File: src/dma_pins_pkg.sv
package dma_pins_pkg;
  localparam int num_isa_ch = 8;
  localparam int num_pcpci_ch = 3;
  localparam logic [7:0] isa_ch_present = 8'hef;
  localparam logic dack_rst_level = 1'b1;
  localparam logic tc_rst_level = 1'b0;
  localparam logic gnt_rst_level = 1'b1;
  localparam logic polarity_rst = 1'b0;
  localparam logic [2:0] no_channel = 3'h4;
endpackage

File: src/dma_pins_if.sv
`timescale 1ns/1ps
interface dma_pins_if;
  import dma_pins_pkg::*;
  logic [num_isa_ch-1:0] dreq;
  logic [num_isa_ch-1:0] dack;
  logic tc;
  logic aen;
  logic [num_pcpci_ch-1:0] pcpci_req_b;
  logic [num_pcpci_ch-1:0] pcpci_gnt_b;
  modport device (
    input dreq,
    output dack,
    output tc,
    output aen,
    input pcpci_req_b,
    output pcpci_gnt_b
  );
  modport agent (
    output dreq,
    input dack,
    input tc,
    input aen,
    output pcpci_req_b,
    input pcpci_gnt_b
  );
endinterface

File: src/dma_pins_device.sv
`timescale 1ns/1ps
// Notes on behaviour
// - Assert channel acknowledge when service granted.
// - Acknowledge and request polarity are selectable.
// - Slave decodes acknowledge with read/write strobe.
// - Master waits for acknowledge before taking bus.
// - No acknowledge if request drops first.
// - Acknowledge pins high during and after reset; here they sit at the dack_active_low level, or high while suspend is set.
// - Request edges treated as asynchronous.
// - Agent holds request until acknowledged.
// - PCI agents request on three active-low inputs.
// - Matching active-low grant acknowledges PCI request.
// - Unused request/grant pins become spare inputs/outputs.
// - Terminal count asserted when count expires.
// - Terminal count held until AEN negates; autoinit earlier.
// - Terminal count low during and after reset.
module dma_pins_device (
  input wire logic mclk,
  input wire logic rst_b,
  dma_pins_if.device pins,
  input wire logic req_active_low,
  input wire logic dack_active_low,
  input wire logic suspend,
  input wire logic pcpci_enable,
  input wire logic [dma_pins_pkg::num_isa_ch-1:0] ch_enable,
  input wire logic xfer_done,
  input wire logic count_expired,
  input wire logic autoinit,
  input wire logic [dma_pins_pkg::num_pcpci_ch-1:0] spare_output_9_to_11,
  output logic [dma_pins_pkg::num_pcpci_ch-1:0] spare_input_2_to_4,
  output logic [2:0] grant_ch,
  output logic grant_valid,
  output logic [1:0] pcpci_grant_ch,
  output logic pcpci_grant_valid
);
  import dma_pins_pkg::*;

  typedef enum logic [2:0] {
    st_idle = 3'b001,
    st_isa = 3'b010,
    st_pci = 3'b100
  } state_t;

  state_t state_q, state_d;
  logic [2:0] ch_q, ch_d;
  logic [1:0] pch_q, pch_d;
  logic tc_q, tc_d;
  logic aen_q, aen_d;
  logic [num_isa_ch-1:0] s1_q, s2_q, s3_q, req_q;
  logic [num_pcpci_ch-1:0] p1_q, p2_q, p3_q, preq_q;
  logic [num_isa_ch-1:0] req_raw;
  logic [num_isa_ch-1:0] dack_act;
  logic [num_pcpci_ch-1:0] gnt_act;
  logic [num_isa_ch-1:0] req_live;

  // Three stages; a level counts only when the last two agree, so one glitchy sample is ignored.
  always_ff @(posedge mclk or negedge rst_b) begin
    if (!rst_b) begin
      s1_q <= '0;
      s2_q <= '0;
      s3_q <= '0;
      req_q <= '0;
      p1_q <= '1;
      p2_q <= '1;
      p3_q <= '1;
      preq_q <= '1;
    end else begin
      s1_q <= pins.dreq;
      s2_q <= s1_q;
      s3_q <= s2_q;
      p1_q <= pins.pcpci_req_b;
      p2_q <= p1_q;
      p3_q <= p2_q;
      for (int i = 0; i < num_isa_ch; i++) begin
        if (s2_q[i] == s3_q[i]) begin
          req_q[i] <= s3_q[i];
        end
      end
      for (int i = 0; i < num_pcpci_ch; i++) begin
        if (p2_q[i] == p3_q[i]) begin
          preq_q[i] <= p3_q[i];
        end
      end
    end
  end

  genvar g;
  generate
    for (g = 0; g < num_isa_ch; g++) begin : g_req
      assign req_raw[g] = req_q[g] ^ req_active_low;
      assign req_live[g] = req_raw[g] & ch_enable[g] & isa_ch_present[g];
      assign dack_act[g] = (state_q == st_isa) && (ch_q == 3'(g));
      // Inactive level is high when active-low; suspend forces the reset level.
      assign pins.dack[g] = suspend ? dack_rst_level : (dack_act[g] ^ dack_active_low);
    end
    for (g = 0; g < num_pcpci_ch; g++) begin : g_gnt
      assign gnt_act[g] = (state_q == st_pci) && (pch_q == 2'(g));
      assign pins.pcpci_gnt_b[g] = suspend ? gnt_rst_level :
        (pcpci_enable ? ~gnt_act[g] : spare_output_9_to_11[g]);
    end
  endgenerate

  assign spare_input_2_to_4 = preq_q;
  assign pins.tc = suspend ? tc_rst_level : tc_q;
  assign pins.aen = aen_q;
  assign grant_ch = ch_q;
  assign grant_valid = (state_q == st_isa);
  assign pcpci_grant_ch = pch_q;
  assign pcpci_grant_valid = (state_q == st_pci);

  // Fixed priority, lowest channel first; rotation is left to the channel engines.
  always_comb begin
    state_d = state_q;
    ch_d = ch_q;
    pch_d = pch_q;
    tc_d = tc_q;
    aen_d = aen_q;
    case (state_q)
      st_idle: begin
        tc_d = 1'b0;
        aen_d = 1'b0;
        if (!suspend) begin
          if (|req_live) begin
            for (int i = num_isa_ch - 1; i >= 0; i--) begin
              if (req_live[i]) begin
                ch_d = 3'(i);
              end
            end
            state_d = st_isa;
            aen_d = 1'b1;
          end else if (pcpci_enable && !(&preq_q)) begin
            for (int i = num_pcpci_ch - 1; i >= 0; i--) begin
              if (!preq_q[i]) begin
                pch_d = 2'(i);
              end
            end
            state_d = st_pci;
          end
        end
      end
      st_isa: begin
        // With autoinit the count is flagged for one cycle and withdrawn while the grant still stands.
        if (xfer_done && count_expired) begin
          tc_d = 1'b1;
        end
        if (tc_q && autoinit) begin
          tc_d = 1'b0;
        end else if (tc_q || !req_raw[ch_q] || suspend) begin
          state_d = st_idle;
          aen_d = 1'b0;
          tc_d = tc_q && !autoinit;
        end
      end
      st_pci: begin
        if (preq_q[pch_q] || !pcpci_enable || suspend) begin
          state_d = st_idle;
        end
      end
      default: begin
        state_d = st_idle;
      end
    endcase
  end

  always_ff @(posedge mclk or negedge rst_b) begin
    if (!rst_b) begin
      state_q <= st_idle;
      ch_q <= no_channel;
      pch_q <= 2'h0;
      tc_q <= tc_rst_level;
      aen_q <= 1'b0;
    end else begin
      state_q <= state_d;
      ch_q <= ch_d;
      pch_q <= pch_d;
      tc_q <= tc_d;
      aen_q <= aen_d;
    end
  end
endmodule // dma_pins_device

File: src/flat_wrapper.sv
// flat-port wrapper written by rule: the top's interface ports become plain ports
module dma_pins_device_flat import dma_pins_pkg::*;
  (mclk, rst_b, req_active_low, dack_active_low, suspend, pcpci_enable, ch_enable, xfer_done, count_expired, autoinit, spare_output_9_to_11, spare_input_2_to_4, grant_ch, grant_valid, pcpci_grant_ch, pcpci_grant_valid, pins_dreq, pins_dack, pins_tc, pins_aen, pins_pcpci_req_b, pins_pcpci_gnt_b);
  dma_pins_if pins_i ();
  input wire logic mclk;
  input wire logic rst_b;
  input wire logic req_active_low;
  input wire logic dack_active_low;
  input wire logic suspend;
  input wire logic pcpci_enable;
  input wire logic [dma_pins_pkg::num_isa_ch-1:0] ch_enable;
  input wire logic xfer_done;
  input wire logic count_expired;
  input wire logic autoinit;
  input wire logic [dma_pins_pkg::num_pcpci_ch-1:0] spare_output_9_to_11;
  output logic [dma_pins_pkg::num_pcpci_ch-1:0] spare_input_2_to_4;
  output logic [2:0] grant_ch;
  output logic grant_valid;
  output logic [1:0] pcpci_grant_ch;
  output logic pcpci_grant_valid;
  input wire logic [$bits(pins_i.dreq)-1:0] pins_dreq;
  output wire logic [$bits(pins_i.dack)-1:0] pins_dack;
  output wire logic [$bits(pins_i.tc)-1:0] pins_tc;
  output wire logic [$bits(pins_i.aen)-1:0] pins_aen;
  input wire logic [$bits(pins_i.pcpci_req_b)-1:0] pins_pcpci_req_b;
  output wire logic [$bits(pins_i.pcpci_gnt_b)-1:0] pins_pcpci_gnt_b;
  assign pins_i.dreq = pins_dreq;
  assign pins_dack = pins_i.dack;
  assign pins_tc = pins_i.tc;
  assign pins_aen = pins_i.aen;
  assign pins_i.pcpci_req_b = pins_pcpci_req_b;
  assign pins_pcpci_gnt_b = pins_i.pcpci_gnt_b;
  dma_pins_device u_core (.mclk(mclk), .rst_b(rst_b), .pins(pins_i), .req_active_low(req_active_low), .dack_active_low(dack_active_low), .suspend(suspend), .pcpci_enable(pcpci_enable), .ch_enable(ch_enable), .xfer_done(xfer_done), .count_expired(count_expired), .autoinit(autoinit), .spare_output_9_to_11(spare_output_9_to_11), .spare_input_2_to_4(spare_input_2_to_4), .grant_ch(grant_ch), .grant_valid(grant_valid), .pcpci_grant_ch(pcpci_grant_ch), .pcpci_grant_valid(pcpci_grant_valid));
endmodule
File: config.mk
export PLATFORM = sky130hd
export DESIGN_NAME = dma_pins_device_flat
export DESIGN_NICKNAME = d
export VERILOG_FILES = /design/src/dma_pins_pkg.sv /design/src/dma_pins_if.sv /design/src/dma_pins_device.sv /design/src/flat_wrapper.sv
export SDC_FILE = /design/constraint.sdc
export NUM_CORES = 1
export LEC_CHECK = 0
export BUFFER_PORTS_ARGS = -buffer_cell sky130_fd_sc_hd__buf_2
export CAP_MARGIN = 20
export CORE_MARGIN = 1
export CORE_UTILIZATION = 45
export DETAILED_ROUTE_END_ITERATION = 10
export HOLD_SLACK_MARGIN = 0.1
export MAX_ROUTING_LAYER = met4
export PLACE_DENSITY = 0.79
export SKIP_LAST_GASP = 1
export SLEW_MARGIN = 25
export SYNTH_ARGS = -nofsm -noshare
export SYNTH_HDL_FRONTEND = slang
export SYNTH_SLANG_ARGS = --single-unit
File: constraint.sdc
create_clock -name mclk -period 2.9 [get_ports mclk]
set_clock_uncertainty 0.05 [all_clocks]
set_input_delay 0.29 -clock mclk [delete_from_list [all_inputs] [get_ports mclk]]
set_output_delay 0.29 -clock mclk [all_outputs]
set_load 0.01 [all_outputs]
# ---- Yosys cells after proc, flatten, opt, wreduce, memory -nomap -nowiden
# Index checks and enable logic that the tools add are counted.
dict set report classes {
  magnitude_cmp 2
  n_eq_ne 30
  muxes 45
  bitwise 28
  reduce_logical 34
}
# op n
set op_table {}
lappend op_table {{two-way mux 3 bit} 13}
lappend op_table {{two-way mux 1 bit} 24}
lappend op_table {{XOR 1 bit} 16}
lappend op_table {{equality test 3 bit (second input constant)} 5}
lappend op_table {{logical AND 1 bit} 15}
lappend op_table {{equality test 1 bit} 11}
lappend op_table {{AND reduction 5 bit} 2}
lappend op_table {{equality test 3 x 2 -> 1 bit (second input constant)} 3}
lappend op_table {{case mux 3 bit (3 select lines)} 1}
lappend op_table {{bitwise AND 1 bit} 7}
lappend op_table {{nonzero test 7 bit} 1}
lappend op_table {{OR reduction 7 bit} 1}
lappend op_table {{equality test 3 x 1 -> 1 bit (second input constant)} 2}
lappend op_table {{two-way mux 2 bit} 3}
lappend op_table {{AND reduction 3 bit} 2}
lappend op_table {{inverter 1 bit} 5}
lappend op_table {{zero test 1 bit} 4}
lappend op_table {{logical OR 1 bit} 4}
lappend op_table {{less-than comparator 3 x 4 -> 1 bit (second input constant)} 1}
lappend op_table {{inequality test 2 x 1 -> 1 bit (second input constant)} 2}
lappend op_table {{inequality test 2 bit (second input constant)} 2}
lappend op_table {{inequality test 4 x 1 -> 1 bit (second input constant)} 1}
lappend op_table {{case mux 1 bit (2 select lines)} 2}
lappend op_table {{AND reduction 4 bit} 1}
lappend op_table {{other kinds (11)} 11}
dict set report word_totals {
  reg_bits 54
  input_bits 31
  out_inout_bits 23
}

# ---- Depth between registers and ports, before layout
# Gate-level depths: netlist of run 1.
dict set report logic_depth {
  word_depth 9
  ltp_mapped 7
  ltp_nobuf 5
}

# ---- Worst setup path before layout of run 1
# Ideal clock, no wire load.
dict set report synth_timing {
  path_type {reg-to-output}
  start {reg u_core.state_q[2]}
  end {out pins_dack[7]}
  t_arrival_ns 1.666
  t_required_ns 2.560
  setup_slack_ns 0.894
  stages_incl_launch_ff 8
  cell_sequence {dfrtp_1 > buf_2 > nor3b_1 > and2_1 > clkbuf_1 > nand3_1 > xor2_1 > nand2b_1}
}
dict set report synth_between {
  elab_chain_len 4
}
# element line_no
set synth_rtl {}
lappend synth_rtl {{from (decl)} dma_pins_device.sv:44} ;# state_t state_q, state_d;
lappend synth_rtl {{from (signal assigned)} dma_pins_device.sv:167} ;# state_q <= st_idle;
lappend synth_rtl {{from (signal assigned)} dma_pins_device.sv:173} ;# state_q <= state_d;
lappend synth_rtl {{equality test 3 x 2 -> 1 bit} n/a}
lappend synth_rtl {{via grant_valid} flat_wrapper.sv:18} ;# output logic grant_valid;
lappend synth_rtl {{logical AND 1 bit} dma_pins_device.sv:92} ;# assign dack_act[g] = (state_q == st_isa) && (ch_q == 3'(g));
lappend synth_rtl {{XOR 1 bit} dma_pins_device.sv:94} ;# assign pins.dack[g] = suspend ? dack_rst_level : (dack_act[g] ^ dack_active_low);
lappend synth_rtl {{two-way mux 1 bit} dma_pins_device.sv:94}
lappend synth_rtl {{to (decl)} flat_wrapper.sv:22} ;# output wire logic [$bits(pins_i.dack)-1:0] pins_dack;
# The timed path passes the listed nets, and every way through them passes these cells.

# ---- Worst setup path in the final report of run 1
dict set report layout_timing {
  start {reg u_core.state_q[2]}
  end {out pins_dack[7]}
}
dict set report layout_between {
  elab_chain_len 4
}
# element line_no
set layout_rtl {}
lappend layout_rtl {{equality test 3 x 2 -> 1 bit} dma_pins_device.sv:92}
lappend layout_rtl {{logical AND 1 bit} dma_pins_device.sv:92}
lappend layout_rtl {{XOR 1 bit} dma_pins_device.sv:94}
lappend layout_rtl {{two-way mux 1 bit} dma_pins_device.sv:94}
# Every way passes these cells.

==> out/metrics.csv, run 1 <==
metric,value,unit
setup_viol,0,
worst_slew_pin_slew,0.438,ns
synth_edf_count,0,
vias,1617,
die_area,0.00554,mm2
coreArea,0.00488,mm2
muxShareOfSynthArea,6.04,%
drt_iter0_markers,39,
hold_end,u_core.tc_q,
grt_pass1_wl,6560,um
multiInputGateArea,953,um2
clockBufferDepth,2,
dieHeight,74.4,um
synthFlopType,dfrtp_1,
max_slew_margin,70.8,%
regArea,0.00137,mm2
status,completed,
vias_per_cell,4.98,
critPathMaxFanout,9,
required,2.56,ns
hold_path_class,in -> reg,
min_path_cells,3,
layout.cells.most_common,buf_2,
drcViolationCount,0,
yosys.area_share.simple,15.4,%
final_cell_mix,"buf_2 (52), dfrtp_1 (40), dfstp_2 (14)",
io_buffers,52,
endpoint_kind,output pin,
cts_tree,done,
drive_above_1_share,32.9,%
fmax,439,MHz
async_reset_ff_share,100,%
place_area,0.00268,mm2
avgSynthCellArea,12.4,um2
pin_count,54,
ys_seq_area_share,58.0,%
critPathKind,reg -> out,
leakagePower,1.29,nW
grt_use_total,16.3,%
setup_slack,0.622,ns
cts_sinks,54,
nFillCells,415,
dp.cells,305,
reg2reg_slack,0.86,ns
slowest_delay,0.48,ns
synth_compound_area_share,12.4,%
fin_cells,325,
cts.clk_slew.worst_paths,0.10,ns
clock_latency,0.30,ns
synth_top_family_by_area,simple AND/OR/NAND/NOR gates,
cpLargestDelayFamily,simple AND/OR/NAND/NOR gates,
maxSlewViolCount,0,
holdWs,0.192,ns
syn-num-nets,222,
min_from,count_expired,
startpoint_type,flip-flop,
post_cts_resized,0,
cts_buffers,5,
synthXorXnorAreaFrac,1.85,%
setup_tns,0,ns
overflow,0,
initial_core_util,48.4,%
place_congestion,0.815,
r2r_cells,5,
num_rows,25,
dp_hpwl,2960,um
post_cts_buffers,0,
crit_slowest_cell,dfrtp_1,
cp_num_buf_inv,1,
antenna_found_initial,0,
cap_violations,0,
layout_min_cycle_time,2.28,ns
antenna_cells,0,
r2r-start,u_core.req_q[2],
synth_cells,191,
synth_seq_cells,54,
rsz0062_at_grt,no,
htreeDepth,2,
powerDensity,641,mW/mm2
wl_per_cell,12.5,um
firstDrtPassIters,4,
vdd_drop_max,0.000390,V
place_ws,0.826,ns
crit_arrival,1.94,ns
synthesis.area,0.00236,mm2
r2r-end,u_core.pcpci_grant_ch[0],
area_growth,22.6,%
crit_chain,"nor3b_1, and2_1, nand3_1, xor2_1, nand2b_1, buf_2",
hold_violations,0,
layout.nets,288,
totalWireLength,4060,um
finalCritPeriodShare,78.6,%
antenna_left,0,
die_w,74.4,um
cts_root_buffer,clkbuf_8,
synthAdderAreaFrac,4.66,%
grt_pass1_vias,1436,
yosysUniqueCellTypes,45,
finalInstanceArea,0.00290,mm2
grt_max_degree,36,
ys_warn_count,0,
## kinds of logic after synthesis
group           Yosys count
fa+ha+maj                11
compound gates           38
buf+inv                   7
flops                    54
xor+xnor                  5
mux                      12
simple gates             64
## power breakdown
part           switching (mW)  internal, mW
Clock                   0.247         0.179
Sequential              0.115         0.861
Combinational           0.224         0.230
Total                   0.585          1.27
## cell type report
type                    instances  share of cell area, %
multi-input cells             130                   32.9
well taps                      67                   2.90
repair buffers                 65                   13.4
inverters                       1                  0.130
flip-flops and latches         54                   47.3
clock buffers                   5                   2.38
clock inverters                 3                  0.994
## worst min-delay path, cell delays in order
cell,delay [ns]
buf_2,0.10
nand2_1,0.06
o21ai_1,0.06
## how the worst max path moves through the flow
stage / end / startpoint / cells past startpoint / slack [ns]
floorplan: pins_dack[7] / u_core.state_q[2] / 7 / 0.89
finish: pins_dack[7] / u_core.state_q[2] / 6 / 0.62
global route: pins_dack[3] / u_core.state_q[2] / 6 / 0.46
detailed placement: u_core.pcpci_grant_ch[0] / req_active_low / 5 / 0.83
CTS: pins_dack[7] / u_core.state_q[2] / 6 / 0.60
global placement: u_core.pcpci_grant_ch[0] / req_active_low / 6 / 0.85
## sequential cells by signal (all words and copies together), names as in the netlist
| signal | count |
|---|---|
| u_core.req_q | 8 |
| u_core.grant_ch | 3 |
| u_core.pins.aen | 1 |
| u_core.s3_q | 8 |
| u_core.s2_q | 8 |
| u_core.p3_q | 3 |
| u_core.pcpci_grant_ch | 2 |
| u_core.s1_q | 8 |
| u_core.tc_q | 1 |
| u_core.p2_q | 3 |
| u_core.spare_input_2_to_4 | 3 |
| u_core.p1_q | 3 |
| u_core.state_q | 3 |
## timing repair
| action | CTS | global route |
|---|---|---|
| endpoints found under the hold margin | 17 | 0 |
| hold buffers | 12 | 0 |
| setup endpoints to repair | 0 | 0 |
## through the flow
stage          utilization (%)  power [mW]
3_5_place_dp              54.9        1.43
2_1_floorplan                -        1.28
4_1_cts                   59.3        1.88
6_report                  59.3        1.85
3_3_place_gp              54.9        1.42
5_1_grt                   59.3        1.97
## synthesized netlist by cell type, types with 2 or more instances
| cell type | number | area (um2) |
|---|---|---|
| o21ai_1 | 3 | 15.0 |
| nor2_1 | 7 | 26.3 |
| a221oi_2 | 2 | 30.0 |
| nor3_1 | 2 | 10.0 |
| a21o_1 | 3 | 22.5 |
| nand3_1 | 7 | 35.0 |
| o21ai_0 | 5 | 25.0 |
| o21bai_1 | 6 | 45.0 |
| nand2_1 | 12 | 45.0 |
| dfstp_2 | 14 | 368 |
| mux2i_1 | 6 | 60.1 |
| nand3b_1 | 2 | 15.0 |
| dfrtp_1 | 40 | 1000 |
| maj3_1 | 11 | 110 |
| and2_1 | 2 | 12.5 |
| nor2b_1 | 6 | 37.5 |
| clkbuf_1 | 3 | 11.3 |
| or2_1 | 2 | 12.5 |
| and3_1 | 6 | 37.5 |
| nand2b_1 | 12 | 75.1 |
| a21oi_1 | 9 | 45.0 |
| xor2_1 | 5 | 43.8 |
| a31oi_1 | 2 | 12.5 |
| mux2_1 | 3 | 33.8 |
## per-layer routing
metal  up-vias  global-route usage, %  part of all wire (%)
met4         0                   6.29                   1.6
li1        810                      -                     -
met1       753                   21.2                    48
met2        49                   24.4                    45
met3         5                   4.34                   4.8
met5         -                      -                     0
No activity file was read; power rests on OpenSTA's default activity.
==> inputs of run 2 (changes only) <==
- PLACE_DENSITY: 0.79 -> 0.82
- clock period: 2.9 -> 1.8 ns (I/O delays scaled with it)
==> run 2 against run 1 <==
Net effect: the flow now finishes with violations (setup timing); critical path type is now reg -> reg; final area is 11% higher; combinational power is 120% higher; highest routed layer unchanged; core utilization is 6.8 points higher; critical endpoint is now u_core.pcpci_grant_ch[0].
==> out/metrics.csv, run 2 (same netlist as run 1, synthesis figures left out) <==
metric,value,unit
crit_slowest_cell,dfrtp_1,
power_frac_comb,29.9,%
p_int,2.36,mW
hold_path_class,in -> reg,
startpoint,u_core.req_q[2],
status,finished with violations,
die_area,0.00554,mm2
fmax,522,MHz
critPathKind,reg -> reg,
setup_slack,-0.115,ns
pin_count,54,
slowest_delay,0.41,ns
powerDensity,1050,mW/mm2
cts_buffers,5,
crit_arrival,2.06,ns
rsz0062_at_grt,yes,
vdd_drop_max,0.000610,V
io_buffers,52,
place_ws,-0.119,ns
worst_slew_pin_slew,0.510,ns
htreeDepth,2,
r2r-end,u_core.pcpci_grant_ch[0],
p_sw,1.02,mW
die_w,74.4,um
antenna_cells,0,
grt_use_total,18.6,%
coreArea,0.00488,mm2
critPathMaxFanout,3,
grt_max_degree,35,
vias_per_cell,5.00,
crit_chain,"a221oi_2, a31oi_2, a2111oi_4, and4_4, mux2_4",
reg2reg_slack,-0.11,ns
cap_violations,0,
area_growth,36.7,%
dp.cells,324,
cpLargestDelayFamily,compound AO/OA/AOI/OAI gates,
r2r-start,u_core.req_q[2],
vias,1765,
layout_min_cycle_time,1.91,ns
wl_per_cell,13.3,um
firstDrtPassIters,4,
place_congestion,0.845,
dieHeight,74.4,um
cts_tree,done,
dp_hpwl,3100,um
maxSlewViolCount,0,
finalCritPeriodShare,106,%
drive_above_1_share,43.4,%
antenna_left,0,
cts_root_buffer,clkbuf_8,
clock_latency,0.30,ns
clockBufferDepth,2,
p_seq_share,46.1,%
antenna_found_initial,0,
startpoint_type,flip-flop,
final_cell_mix,"buf_2 (52), dfrtp_1 (39), buf_4 (22)",
cp_num_buf_inv,0,
max_slew_margin,66.0,%
crit_cells,5,
required,1.95,ns
cts.clk_slew.worst_paths,0.10,ns
p_sw_share,30.1,%
cp-endpoint,u_core.pcpci_grant_ch[0],
layout.nets,316,
fin_cells,353,
setup_viol,15,
initial_core_util,48.4,%
drcViolationCount,0,
violations,setup timing,
overflow,0,
leakagePower,1.46,nW
drt_iter0_markers,68,
cts_sinks,54,
r2r_cells,5,
clkPwrFrac,24.1,%
grt_pass1_vias,1681,
layout.cells.most_common,buf_2,
totalWireLength,4690,um
min_from,autoinit,
grt_pass1_wl,7490,um
endpoint_kind,flip-flop,
num_rows,25,
hold_violations,0,
run 2: cell count changes in the layout (fill, tap and decap cells not counted), sizes merged:
cell | before | now
clkinvlp | 0 | 1
buf | 53 | 79
dlygate4sd3 | 12 | 14
bufinv | 0 | 1
clkinv | 2 | 0
run 2: layout make-up:
cell class	instances	area, um2
clock buffer	5	68.8
clock inverter	3	48.8
fill	370	1650
inverter	1	3.75
multi-input combinational	130	1020
sequential	54	1370
tap	67	83.8
timing repair buffer	93	631
run 2: how the worst min path moves through the flow:
| stage | end | cells past startpoint |
|---|---|---|
| 4_1_cts | u_core.state_q[0] | 4 |
| 5_1_grt | u_core.state_q[0] | 4 |
| 6_report | u_core.state_q[0] | 4 |
| 3_3_place_gp | u_core.pcpci_grant_ch[1] | 1 |
| 2_1_floorplan | u_core.grant_ch[0] | 0 |
| 3_5_place_dp | u_core.pcpci_grant_ch[1] | 1 |
run 2: power groups by stage:
stage                     Combinational (mW)  Clock, mW  Sequential (mW)
after floorplan                        0.511          0             1.56
after global placement                 0.826          0             1.56
after detailed placement               0.854          0             1.57
after CTS                              0.934      0.839             1.54
after global routing                    1.10      0.888             1.58
final                                   1.01      0.813             1.56
run 2: worst reg2reg max path: cells and delay by family, from the launching register on:
| family | cells | cell delay [ns] |
|---|---|---|
| and+or+nand+nor | 1 | 0.29 |
| AOI/OAI and AO/OA | 3 | 0.76 |
| DFF | 1 | 0.41 |
| muxes | 1 | 0.30 |
run 2: layer usage:
metal / global-route usage [%] / share of wire (%) / vias up
met5: - / 0 / -
met1: 23.6 / 46 / 841
met4: 7.34 / 1.9 / 0
met2: 29.3 / 49 / 46
met3: 3.93 / 3.5 / 11
li1: - / - / 867
run 2: stage by stage:
| step | total power [mW] | area (um2) | utilization (%) | hold WS, ns | setup TNS (ns) |
|---|---|---|---|---|---|
| 2_1_floorplan | 2.07 | 2380 | - | -0.166 | -0.0602 |
| 3_3_place_gp | 2.39 | 2840 | 58.3 | 0.117 | -0.148 |
| 3_5_place_dp | 2.42 | 2840 | 58.3 | 0.117 | -0.413 |
| 4_1_cts | 3.32 | 3170 | 64.9 | 0.127 | -0.846 |
| 5_1_grt | 3.57 | 3230 | 66.2 | 0.159 | -2.69 |
| 6_report | 3.38 | 3230 | 66.2 | 0.147 | -1.02 |
run 2: timing repair:
item	CTS	global route
endpoints found under the hold margin	26	0
hold buffers	14	0
endpoints found under the setup margin	15	19
pin swaps	4	5
setup buffers	4	3
resized for setup	10	9
